--- config.mk ---
export PLATFORM = sky130hd
export DESIGN_NAME = lcd_frame_addr
export DESIGN_NICKNAME = d
export VERILOG_FILES = /design/src/shared/lcd_pkg.sv /design/src/design/addr_counter.sv /design/src/design/shade_lookup.sv /design/src/design/lcd_frame_addr.sv
export VERILOG_INCLUDE_DIRS = /design/src /design/src/shared
export SDC_FILE = /design/constraint.sdc
export NUM_CORES = 1
export LEC_CHECK = 0
export BUFFER_PORTS_ARGS = -buffer_cell sky130_fd_sc_hd__buf_2
export CAP_MARGIN = 20
export CORE_MARGIN = 4
export CORE_UTILIZATION = 42
export DETAILED_ROUTE_END_ITERATION = 16
export GPL_TIMING_DRIVEN = 1
export MAX_ROUTING_LAYER = met4
export PLACE_DENSITY = 0.69
export SLEW_MARGIN = 25
export SYNTH_ARGS = -nofsm -noshare
export SYNTH_HDL_FRONTEND = slang
export SYNTH_SLANG_ARGS = --single-unit
--- constraint.sdc ---
create_clock -name sys_clk_i -period 7.1 [get_ports sys_clk_i]
set_input_delay 0.71 -clock sys_clk_i [delete_from_list [all_inputs] [get_ports sys_clk_i]]
set_output_delay 0.71 -clock sys_clk_i [all_outputs]
set_load 0.01 [all_outputs]
--- src/shared/lcd_defs.svh ---
// Purpose: Register map, field positions and reset values of the
//          frame address generator and shade lookup.
// Assumes: 32-bit register port with byte addresses.
// Notes:   Definitions only; included by bare name.
//
// Overview of operation
// - Bank field forms fetch address bits 28..22
// - Upper base gives upper counter start address
// - Dual scan loads lower counter from lower base
// - Single scan holds lower counter at lower base, unused
// - Base fields writable while video runs
// - Software avoids base changes near frame end
// - Line skip is halfword gap between lines
// - View width is halfwords fetched per line
// - Red code n picks nibble n of red table
// - Green code n picks nibble n of green table
// - Blue code n picks nibble n of blue table
`ifndef LCD_DEFS_SVH
`define LCD_DEFS_SVH

// ==========================================================
// Register byte addresses
`define UPPER_OFS     32'h14A0_0014
`define LOWER_OFS     32'h14A0_0018
`define GEOM_OFS      32'h14A0_001C
`define RED_OFS       32'h14A0_0020
`define GREEN_OFS     32'h14A0_0024
`define BLUE_OFS      32'h14A0_0028
`define CTRL_OFS      32'h14A0_0054
`define STAT_OFS      32'h14A0_0058

// ==========================================================
// Writable bit masks, reserved bits read zero
`define UPPER_MASK    32'h0FFF_FFFF
`define LOWER_MASK    32'h001F_FFFF
`define GEOM_MASK     32'h003F_FFFF
`define BLUE_MASK     32'h0000_FFFF
`define CTRL_MASK     32'h000F_FC03
`define REG_RESET     32'h0000_0000

// ==========================================================
// Field positions
`define BANK_HI       27
`define BANK_LO       21
`define BASE_HI       20
`define SKIP_HI       21
`define SKIP_LO       11
`define WIDTH_HI      10
`define EN_BIT        0
`define DUAL_BIT      1
`define LINES_LO      10
`define STAT_RUN_BIT  16

`endif

--- src/shared/lcd_pkg.sv ---
// Purpose: Types and shared arithmetic of the frame address block.
// Assumes: Nothing beyond SystemVerilog.
// Notes:   One-hot fetch states.
package lcd_pkg;

   // ==========================================================
   // Types
   typedef logic [20:0] hw_addr_t;  // Halfword address A[21:1]
   typedef logic [10:0] geom_t;     // Width or skip in halfwords

   typedef enum logic [4:0] {
      ST_IDLE     = 5'h01,
      ST_ISSUE_UP = 5'h02,
      ST_WAIT_UP  = 5'h04,
      ST_ISSUE_LO = 5'h08,
      ST_WAIT_LO  = 5'h10
   } fetch_state_t;

   // ==========================================================
   // Nibble n of a 32-bit table
   function automatic logic [3:0] pick_nibble(input logic [31:0] tbl,
                                              input logic [2:0]  code);
      return tbl[{code, 2'h0} +: 4];
   endfunction

endpackage

--- src/design/addr_counter.sv ---
// Purpose: Halfword address counter for one panel half.
// Assumes: Load and step never matter in the same cycle; load wins.
// Notes:   Skip is added on the last halfword of a line.
`timescale 1ns/1ns
`default_nettype none
module addr_counter (
   input  wire logic             sys_clk_i,
   input  wire logic             rst_i,
   input  wire logic             load_i,
   input  wire lcd_pkg::hw_addr_t load_val_i,
   input  wire logic             step_i,
   input  wire logic             skip_en_i,
   input  wire lcd_pkg::geom_t   skip_i,
   output lcd_pkg::hw_addr_t     count_o
);
   import lcd_pkg::*;

   hw_addr_t count_ff;     // Current halfword address
   hw_addr_t nxt_count;    // Next halfword address
   hw_addr_t stride;       // One plus optional skip

   // ==========================================================
   // Step arithmetic
   assign stride = skip_en_i ? (hw_addr_t'(skip_i) + 21'h00_0001)
                             : 21'h00_0001;
   assign nxt_count = load_i ? load_val_i :
                      step_i ? hw_addr_t'(count_ff + stride)
                             : count_ff;

   // Counter register
   always_ff @(posedge sys_clk_i) begin
      if (rst_i) begin
         count_ff <= 21'h00_0000;
      end else begin
         count_ff <= nxt_count;
      end
   end

   assign count_o = count_ff;
endmodule
`default_nettype wire

--- src/design/shade_lookup.sv ---
// Purpose: Maps red, green and blue codes to sixteen-level shades.
// Assumes: Tables are stable while pixels flow.
// Notes:   One cycle of latency, valid travels with the shades.
`timescale 1ns/1ns
`default_nettype none
module shade_lookup (
   input  wire logic        sys_clk_i,
   input  wire logic        rst_i,
   input  wire logic        pix_valid_i,
   input  wire logic [2:0]  pix_red_i,
   input  wire logic [2:0]  pix_green_i,
   input  wire logic [1:0]  pix_blue_i,
   input  wire logic [31:0] red_tbl_i,
   input  wire logic [31:0] green_tbl_i,
   input  wire logic [15:0] blue_tbl_i,
   output logic             shade_valid_o,
   output logic [3:0]       shade_red_o,
   output logic [3:0]       shade_green_o,
   output logic [3:0]       shade_blue_o
);
   import lcd_pkg::*;

   logic [3:0] nxt_red;    // Red shade for this code
   logic [3:0] nxt_green;  // Green shade for this code
   logic [3:0] nxt_blue;   // Blue shade for this code

   // ==========================================================
   // Nibble selection
   assign nxt_red   = pick_nibble(red_tbl_i, pix_red_i);
   assign nxt_green = pick_nibble(green_tbl_i, pix_green_i);
   assign nxt_blue  = pick_nibble({16'h0000, blue_tbl_i},
                                  {1'b0, pix_blue_i});

   // Output registers
   always_ff @(posedge sys_clk_i) begin
      if (rst_i) begin
         shade_valid_o <= 1'b0;
         shade_red_o   <= 4'h0;
         shade_green_o <= 4'h0;
         shade_blue_o  <= 4'h0;
      end else begin
         shade_valid_o <= pix_valid_i;
         shade_red_o   <= nxt_red;
         shade_green_o <= nxt_green;
         shade_blue_o  <= nxt_blue;
      end
   end
endmodule
`default_nettype wire

--- src/design/lcd_frame_addr.sv ---
// Purpose: Frame buffer address generator with shade lookup tables.
// Assumes: Fetch sink handshakes with valid and ready on this clock.
// Notes:   Bases are taken at frame start only; writes while running
//          show on the next frame.
`timescale 1ns/1ns
`default_nettype none
`include "lcd_defs.svh"
module lcd_frame_addr #(
   parameter int LINE_W = 10
) (
   input  wire logic        sys_clk_i,
   input  wire logic        rst_i,
   input  wire logic [31:0] reg_addr_i,
   input  wire logic [31:0] reg_wdata_i,
   input  wire logic        reg_wr_i,
   input  wire logic        reg_rd_i,
   output logic [31:0]      reg_rdata_o,
   output logic             fetch_valid_o,
   output logic [28:0]      fetch_addr_o,
   output logic             fetch_lower_o,
   input  wire logic        fetch_ready_i,
   output logic             frame_start_o,
   input  wire logic        pix_valid_i,
   input  wire logic [2:0]  pix_red_i,
   input  wire logic [2:0]  pix_green_i,
   input  wire logic [1:0]  pix_blue_i,
   output logic             shade_valid_o,
   output logic [3:0]       shade_red_o,
   output logic [3:0]       shade_green_o,
   output logic [3:0]       shade_blue_o
);
   import lcd_pkg::*;

   // ==========================================================
   // Registers seen by software
   logic [31:0] upper_ff;      // frame_start_upper
   logic [31:0] lower_ff;      // frame_start_lower
   logic [31:0] geom_ff;       // virtual_screen_geometry
   logic [31:0] red_ff;        // red_shade_table
   logic [31:0] green_ff;      // green_shade_table
   logic [31:0] blue_ff;       // blue_shade_map
   logic [31:0] ctrl_ff;       // Enable, dual scan, line count
   logic [31:0] rdata_ff;      // Read data one cycle later

   // Decoded fields
   logic [6:0]        video_bank_bits;
   hw_addr_t          upper_base;
   hw_addr_t          lower_base;
   geom_t             line_skip_halfwords;
   geom_t             view_width_halfwords;
   logic [LINE_W-1:0] line_count_minus_one;
   logic              video_output_enable;
   logic              dual_scan;

   // Address decode and read mux
   logic        hit_upper;
   logic        hit_lower;
   logic        hit_geom;
   logic        hit_red;
   logic        hit_green;
   logic        hit_blue;
   logic        hit_ctrl;
   logic        hit_stat;
   logic [31:0] status_word;
   logic [31:0] rd_mux;

   // Fetch sequencing
   fetch_state_t      state_ff;
   fetch_state_t      nxt_state;
   geom_t             word_ff;        // Halfword index in line
   logic [LINE_W-1:0] current_line_counter;
   hw_addr_t          upper_cnt;
   hw_addr_t          lower_cnt;
   logic              valid_ff;
   logic [28:0]       addr_ff;
   logic              lower_sel_ff;
   logic              frame_start_ff;
   logic              accept;
   logic              take_up;
   logic              take_lo;
   logic              pos_done;
   logic              word_last;
   logic              line_last;
   logic              frame_last;
   logic              load;
   logic              step;

   // ==========================================================
   // Register port decode
   assign hit_upper = reg_addr_i == `UPPER_OFS;
   assign hit_lower = reg_addr_i == `LOWER_OFS;
   assign hit_geom  = reg_addr_i == `GEOM_OFS;
   assign hit_red   = reg_addr_i == `RED_OFS;
   assign hit_green = reg_addr_i == `GREEN_OFS;
   assign hit_blue  = reg_addr_i == `BLUE_OFS;
   assign hit_ctrl  = reg_addr_i == `CTRL_OFS;
   assign hit_stat  = reg_addr_i == `STAT_OFS;

   // Field extraction
   assign video_bank_bits      = upper_ff[`BANK_HI:`BANK_LO];
   assign upper_base           = upper_ff[`BASE_HI:0];
   assign lower_base           = lower_ff[`BASE_HI:0];
   assign line_skip_halfwords  = geom_ff[`SKIP_HI:`SKIP_LO];
   assign view_width_halfwords = geom_ff[`WIDTH_HI:0];
   assign line_count_minus_one = ctrl_ff[`LINES_LO +: LINE_W];
   assign video_output_enable  = ctrl_ff[`EN_BIT];
   assign dual_scan            = ctrl_ff[`DUAL_BIT];

   // Status shows the line under fetch and running state
   assign status_word = {15'h0000, ~state_ff[0],
                         {(16 - LINE_W){1'b0}}, current_line_counter};

   // Read selection, unmapped addresses read zero
   assign rd_mux = hit_upper ? upper_ff :
                   hit_lower ? lower_ff :
                   hit_geom  ? geom_ff  :
                   hit_red   ? red_ff   :
                   hit_green ? green_ff :
                   hit_blue  ? blue_ff  :
                   hit_ctrl  ? ctrl_ff  :
                   hit_stat  ? status_word : 32'h0000_0000;

   // Register writes, accepted at any time
   always_ff @(posedge sys_clk_i) begin
      if (rst_i) begin
         upper_ff <= `REG_RESET;
         lower_ff <= `REG_RESET;
         geom_ff  <= `REG_RESET;
         red_ff   <= `REG_RESET;
         green_ff <= `REG_RESET;
         blue_ff  <= `REG_RESET;
         ctrl_ff  <= `REG_RESET;
      end else if (reg_wr_i) begin
         // Bases change even while running, for scrolling
         if (hit_upper) upper_ff <= reg_wdata_i & `UPPER_MASK;
         if (hit_lower) lower_ff <= reg_wdata_i & `LOWER_MASK;
         if (hit_geom)  geom_ff  <= reg_wdata_i & `GEOM_MASK;
         if (hit_red)   red_ff   <= reg_wdata_i;
         if (hit_green) green_ff <= reg_wdata_i;
         if (hit_blue)  blue_ff  <= reg_wdata_i & `BLUE_MASK;
         if (hit_ctrl)  ctrl_ff  <= reg_wdata_i & `CTRL_MASK;
      end
   end

   // Read data stands only in the cycle after the strobe
   always_ff @(posedge sys_clk_i) begin
      if (rst_i) begin
         rdata_ff <= 32'h0000_0000;
      end else begin
         rdata_ff <= reg_rd_i ? rd_mux : 32'h0000_0000;
      end
   end

   // ==========================================================
   // Fetch handshake and position tracking
   assign accept    = valid_ff & fetch_ready_i;
   assign take_up   = accept & (state_ff == ST_WAIT_UP);
   assign take_lo   = accept & (state_ff == ST_WAIT_LO);
   // A position ends after the upper fetch, or the lower in dual scan
   assign pos_done  = dual_scan ? take_lo : take_up;
   assign word_last = word_ff == geom_t'(view_width_halfwords - 11'h001);
   assign line_last = current_line_counter == line_count_minus_one;
   assign frame_last = pos_done & word_last & line_last;
   // Bases are sampled only here, so the prefetch sees one frame
   assign load = video_output_enable &
                 ((state_ff == ST_IDLE) | frame_last);
   assign step = pos_done & ~frame_last;

   // Next state
   always_comb begin
      case (state_ff)
         ST_IDLE: begin
            nxt_state = video_output_enable ? ST_ISSUE_UP : ST_IDLE;
         end
         ST_ISSUE_UP: begin
            nxt_state = ST_WAIT_UP;
         end
         ST_WAIT_UP: begin
            if (!accept) begin
               nxt_state = ST_WAIT_UP;
            end else if (dual_scan) begin
               nxt_state = ST_ISSUE_LO;
            end else begin
               nxt_state = video_output_enable ? ST_ISSUE_UP : ST_IDLE;
            end
         end
         ST_ISSUE_LO: begin
            nxt_state = ST_WAIT_LO;
         end
         ST_WAIT_LO: begin
            if (!accept) begin
               nxt_state = ST_WAIT_LO;
            end else begin
               nxt_state = video_output_enable ? ST_ISSUE_UP : ST_IDLE;
            end
         end
         default: begin
            nxt_state = ST_IDLE;
         end
      endcase
   end

   // State register
   always_ff @(posedge sys_clk_i) begin
      if (rst_i) begin
         state_ff <= ST_IDLE;
      end else begin
         state_ff <= nxt_state;
      end
   end

   // Halfword and line position within the frame
   always_ff @(posedge sys_clk_i) begin
      if (rst_i || load) begin
         word_ff              <= 11'h000;
         current_line_counter <= '0;
      end else if (step && word_last) begin
         word_ff              <= 11'h000;
         current_line_counter <= current_line_counter + 1'b1;
      end else if (step) begin
         word_ff              <= word_ff + 11'h001;
      end
   end

   // Fetch request registers
   always_ff @(posedge sys_clk_i) begin
      if (rst_i) begin
         valid_ff       <= 1'b0;
         addr_ff        <= 29'h0000_0000;
         lower_sel_ff   <= 1'b0;
         frame_start_ff <= 1'b0;
      end else begin
         frame_start_ff <= load;
         if (state_ff == ST_ISSUE_UP) begin
            valid_ff     <= 1'b1;
            addr_ff      <= {video_bank_bits, upper_cnt, 1'b0};
            lower_sel_ff <= 1'b0;
         end else if (state_ff == ST_ISSUE_LO) begin
            valid_ff     <= 1'b1;
            addr_ff      <= {video_bank_bits, lower_cnt, 1'b0};
            lower_sel_ff <= 1'b1;
         end else if (accept) begin
            valid_ff     <= 1'b0;
         end
      end
   end

   // ==========================================================
   // Address counters for the two panel halves
   addr_counter u_upper (
      .sys_clk_i  (sys_clk_i),
      .rst_i      (rst_i),
      .load_i     (load),
      .load_val_i (upper_base),
      .step_i     (step),
      .skip_en_i  (word_last),
      .skip_i     (line_skip_halfwords),
      .count_o    (upper_cnt)
   );

   // In single scan the lower counter holds the lower base and is never fetched
   addr_counter u_lower (
      .sys_clk_i  (sys_clk_i),
      .rst_i      (rst_i),
      .load_i     (load),
      .load_val_i (lower_base),
      .step_i     (step & dual_scan),
      .skip_en_i  (word_last),
      .skip_i     (line_skip_halfwords),
      .count_o    (lower_cnt)
   );

   // Shade tables
   shade_lookup u_shade (
      .sys_clk_i     (sys_clk_i),
      .rst_i         (rst_i),
      .pix_valid_i   (pix_valid_i),
      .pix_red_i     (pix_red_i),
      .pix_green_i   (pix_green_i),
      .pix_blue_i    (pix_blue_i),
      .red_tbl_i     (red_ff),
      .green_tbl_i   (green_ff),
      .blue_tbl_i    (blue_ff[15:0]),
      .shade_valid_o (shade_valid_o),
      .shade_red_o   (shade_red_o),
      .shade_green_o (shade_green_o),
      .shade_blue_o  (shade_blue_o)
   );

   // Outputs
   assign reg_rdata_o   = rdata_ff;
   assign fetch_valid_o = valid_ff;
   assign fetch_addr_o  = addr_ff;
   assign fetch_lower_o = lower_sel_ff;
   assign frame_start_o = frame_start_ff;
endmodule
`default_nettype wire

Word-level counts from Yosys, hierarchy flattened
Cells that the tools add are included.
Word-level totals
  bits in registers: 307
  latch bits: 0
  bits in writable memories: 0
  memory bits (read-only): 0
  bits of input ports: 78
  output and inout port bits: 77
  logic and storage cells: 99
  memories kept: 0
Cells by class
  add/subtract/negate cells: 6
  $mul: 0
  divide/modulo/power cells: 0
  $lt $le $gt $ge: 0
  equality and inequality tests: 15
  shift-type cells: 3
  mux-type cells: 24
  bitwise gates (word level): 12
  reduce and logical (&&, ||, !) cells: 17
Operators by type and width (number)
  $eq A32 B29 Y1 const B: 8
  $mux W21: 5
  $mux W28: 3
  $mux W32: 2
  $shiftx A32 B6 Y4: 2
  $mux W29: 2
  $add A21 B21 Y21: 2
  $mux W20: 2
  $shiftx A32 B5 Y4: 1
  $pmux W5 S5: 1
  $mux W17: 1
  $reduce_and A2 Y1: 7
  $add A11 B1 Y12 const B: 1
  $add A11 B1 Y11 const B: 1
  $eq A11 B11 Y1: 1
  $sub A11 B1 Y11 const B: 1
  $add A10 B1 Y10 const B: 1
  $eq A10 B10 Y1: 1
  $and A1 B1 Y1: 8
  $mux W4: 2
  $reduce_bool A2 Y1: 3
  $reduce_or A2 Y1: 3
  $eq A5 B1 Y1 const B: 1
  $eq A5 B2 Y1 const B: 1
  12 further kinds: 17

Longest topological paths before layout
  depth after elaboration: 10
  gate-level depth with buffers: 20
  depth with buffers taken out: 19

By module
From an unflattened synthesis, not the netlist that was laid out.
Unflattened totals
  cells, all modules: 1927
  area, all modules: 15731.3 µm²
Modules (own cells, without submodules)
  lcd_frame_addr: instances 1, cells an instance 1359, area an instance 10829.1 µm², seq. area each 5044.8 µm²
  addr_counter at u_lower: instances 1, cells an instance 250, area an instance 2020.7 µm², seq. area each 420.4 µm²
  addr_counter at u_upper: instances 1, cells an instance 257, area an instance 1983.2 µm², seq. area each 420.4 µm²
  shade_lookup: instances 1, cells an instance 61, area an instance 898.4 µm², seq. area each 260.2 µm²

Worst setup path before layout
OpenSTA, ideal clock, no wires.
  path type: register -> register
  start point: reg geom_ff[3]
  end point: reg u_lower.count_ff[19] (netlist: u_lower.count_o[19])
  library setup time: 0.086 ns
  arrival: 4.328 ns
  required time: 7.014 ns
  path slack: 2.687 ns
  stages on the path, launching flop included: 19
  buffers on the path: 1
  period minus slack after synthesis: 4.413 ns
  cell sequence: dfxtp_1 > buf_6 > or4_4 > or3_1 > a21o_1 > a2111oi_4 > nand2_1 > nor2_1 > ha_1 > o21a_1 > o21ai_0 > nand2b_1 > o311a_1 > a31oi_1 > nand3_1 > a41oi_1 > nor2b_1 > xnor2_1 > a211oi_1
On the way
  longest elaborated chain between the ends: 8
  elaborated cells between the ends (all ways): 14
  classes of those cells: add/sub: 2; eq/ne: 1; mux: 3; bitwise: 7; reduce/logical: 1
Ends and longest elaborated chain
  start: declaration: RTL line lcd_frame_addr.sv:38  | logic [31:0] geom_ff;
  start signal: assignment: RTL line lcd_frame_addr.sv:128  | geom_ff <= `REG_RESET;
  start signal: assignment: RTL line lcd_frame_addr.sv:137  | if (hit_geom) geom_ff <= reg_wdata_i & `GEOM_MASK;
  $sub A11 B1 Y11 (*): RTL line lcd_frame_addr.sv:161  | assign word_last = word_ff == geom_t'(view_width_halfwords - 11'h001);
  $eq A11 B11 Y1 (*): RTL line lcd_frame_addr.sv:161
  parallel branches: the longest is 6 deep, another holds $add A21 B21 Y21
  end signal: assignment: RTL line addr_counter.sv:35  | count_ff <= nxt_count;
  end: declaration: RTL line addr_counter.sv:18  | hw_addr_t count_ff;
Mark *: on every way between the ends. The select of a mux whose other input is x is not followed.
A chain may end at the register's enable or synchronous reset.

Final worst setup path
Ends and elaborated chain as after synthesis.

==> impl_metrics.yaml <==
run:
  maxCapViolations: 0
place:
  io_buffers: 153
  dp_cells: 2256
  pre_cts_ws_ns: 2.039
  globalplace.congestion: 0.9836
  dp_hpwl_mm: 34.11
synth:
  synth_top_area_share: 0.4243
  synthArstFlopShare: 0
  synth_edf_count: 0
  yosys.cell_types.count: 73
  syn_nets: 1862
  ys.flop_type: "dfxtp_1"
  yosysSeqAreaShare: 0.4243
  synth_warnings: 0
  synth_cells: 1756
  yosysTopAreaCell: "dfxtp_1"
  synth_area_per_cell_um2: 8.250
  synth-seq-cells: 307
  synth_top_cells_by_area: "dfxtp_1, nand2_1, a21oi_1"
  synth_area_mm2: 0.01449
sta:
  tightest_slew_ns: 1.035
  min_period_ns: 5.128
  grt_setup_unrepaired: "no"
  setup_slack_ns: 1.972
  setup_tns_ns: 0
  fin_crit_sh: 0.7222
  finalHoldViolations: 0
  slew_violations: 0
  slew_headroom: 0.3035
  skew_ns: 0.02396
  setup_viol_count_final: 0
  whs_ns: 0.4060
  max_freq_ghz: 0.1950
clock_network:
  holdBufCountCts: 0
  cts_tree: "done"
  cts.clk_slew.worst_paths_ns: 0.06
  cts-root-buf: "clkbuf_16"
  cts.sinks: 307
  cts_resized: 0
  clkLatencyLatePin_ns: 0.53
  h-tree-depth: 2
  cts_setup_buffers: 0
  cts_made_buffers: 34
  clock_path_buffers: 3
power_and_ir_drop:
  p_total_mw: 3.599
  irDropWorstVdd_uv: 139.3
  leakagePower_nw: 6.269
  powerDensity_mw_per_mm2: 216.3
min_path:
  hold_depth: 2
  holdCritPathClass: "in -> reg"
  min_from: "pix_valid_i"
  min_to: "u_shade.shade_valid_o"
floorplan:
  die_area_mm2: 0.03753
  core_mm2: 0.03378
  fp.dieH_um: 193.7
  io_pins: 155
  start_util: 0.4288
  die_x_um: 193.7
  rows: 67
layout:
  num-fill-cells: 3180
  fin_nets: 1950
  layout_commonest_cell: "nand2_1"
  final_cell_mix: "nand2_1, dfxtp_1, a21oi_1"
  area_delta_synth_final_pct: 14.84
  antennaDiodeCount: 0
  layout-drive-gt1-share: 0.1419
  final_cells: 2316
critical_path:
  reg2reg_to: "u_lower.count_o[19]"
  crit_slowest_cell: "or4_4"
  cp-end-kind: "flip-flop"
  path_class: "reg -> reg"
  cp_top_family: "compound AO/OA/AOI/OAI gates"
  crit_buf_inv: 0
  crit_path_max_fanout: 10
  crit_path_max_incr_delay_ns: 0.60
  reg2reg_depth: 17
  worstPathArrival_ns: 5.56
  cp-start-kind: "flip-flop"
  rr_startpoint: "geom_ff[3]"
  r2r_slack_ns: 1.97
  cp.required_ns: 7.53
  cp_cell_sequence: "or4_4 > or3_1 > a21o_1 > a2111oi_4 > nand2_1 > nor2_1 > ha_1 > o21a_1 > o21ai_0 > nand2b_1 > o311a_1 > a31oi_1 > nand3_1 > a41oi_1 > nor2b_1 > xnor2_1 > a211oi_1"
global_route:
  grt_pass1_wl_mm: 74.42
  grt-ovfl-total: 0
  grt_pass1_vias: 13020
  grt_antenna_before_repair: 0
  grtUsageTotal: 0.2502
  grt_max_degree: 101
drt:
  vias_per_cell: 5.942
  drt_pass1_iterations: 7
  drc: 0
  drtIter0Drc: 1383
  vias: 13762
  totalWireLength_mm: 47.93
  wire_per_inst_um: 20.70
  final_antenna_net_count: 0
run_status:
  status: "finished, final reports clean"
worst max path at each step:
stage	from	end	slack [ns]	cells after the start
floorplan	geom_ff[3]	u_lower.count_o[19]	2.69	18
global placement	geom_ff[3]	u_lower.count_o[19]	2.17	17
detailed placement	geom_ff[3]	u_lower.count_o[19]	2.04	17
CTS	geom_ff[3]	u_lower.count_o[19]	2.02	17
global route	geom_ff[3]	u_lower.count_o[19]	1.59	17
finish	geom_ff[3]	u_lower.count_o[19]	1.97	17
flip-flops by register name, summed over array words and instances, names as in the netlist, 12 cells and up:
register / flops
green_ff: 32
u_lower.count_o: 21
reg_rdata_o: 32
fetch_addr_o: 28
lower_ff: 21
geom_ff: 22
red_ff: 32
upper_ff: 28
u_upper.count_o: 21
ctrl_ff: 12
blue_ff: 16
logic make-up after synthesis:
logic type,share of synthesized area
adders and majority gates,0.02729
AOI/OAI and AO/OA,0.2001
DFF,0.4243
and+or+nand+nor,0.2101
other,0.0002589
muxes,0.05675
xor gates and xnor gates,0.04534
buffers and inverters,0.03584
area by class of cell:
class | count | area [um^2] | share of cell area
inverter | 14 | 52.55 | 0.003159
clock buffer | 50 | 992.2 | 0.05964
clock inverter | 10 | 126.4 | 0.007596
timing repair buffer | 173 | 922.1 | 0.05543
tap | 448 | 560.5 | 0.03369
multi-input combinational | 1314 | 7836 | 0.4710
sequential | 307 | 6146 | 0.3694
synthesized netlist by cell type (5+ instances only):
| cell | instances |
|---|---|
| nand2_1 | 390 |
| dfxtp_1 | 307 |
| a21oi_1 | 230 |
| clkbuf_1 | 108 |
| nor2_1 | 104 |
| nand3_1 | 62 |
| a22oi_1 | 53 |
| xnor2_1 | 46 |
| o21ai_0 | 44 |
| mux2i_1 | 36 |
| a211oi_1 | 35 |
| xor2_1 | 29 |
| ha_1 | 26 |
| and3_1 | 20 |
| mux4_2 | 20 |
| a31oi_1 | 18 |
| and2_1 | 16 |
| nand4_1 | 16 |
| nor3_1 | 16 |
| a21o_1 | 14 |
| inv_1 | 14 |
| or3_1 | 13 |
| a222oi_1 | 10 |
| buf_1 | 10 |
| o22ai_1 | 10 |
| nand2b_1 | 8 |
| nor2b_1 | 7 |
| nor4_1 | 7 |
| a221o_1 | 5 |
| nor3b_1 | 5 |
| o211ai_1 | 5 |
metrics by stage:
stage,utilization,instance area [um^2]
floorplan,-,14490
global placement,0.4592,15510
detailed placement,0.4593,15520
CTS,0.4924,16640
global route,0.4924,16640
finish,0.4924,16640
power by group:
part / leakage, nW / internal (mW) / switching, mW
clock: 0.540 / 1.05 / 0.726
sequential: 2.47 / 1.72 / 0.0000525
combinational: 3.26 / 0.0260 / 0.0748
total: 6.27 / 2.80 / 0.801
routing by layer:
layer	share of wire	track usage	up-vias
met3	0.094	0.04031	96
met1	0.42	0.3440	6588
met5	0	-	-
met4	0.030	0.07133	0
li1	-	-	6382
met2	0.45	0.3838	696
Note: power is estimated with default switching activity, not from simulation.
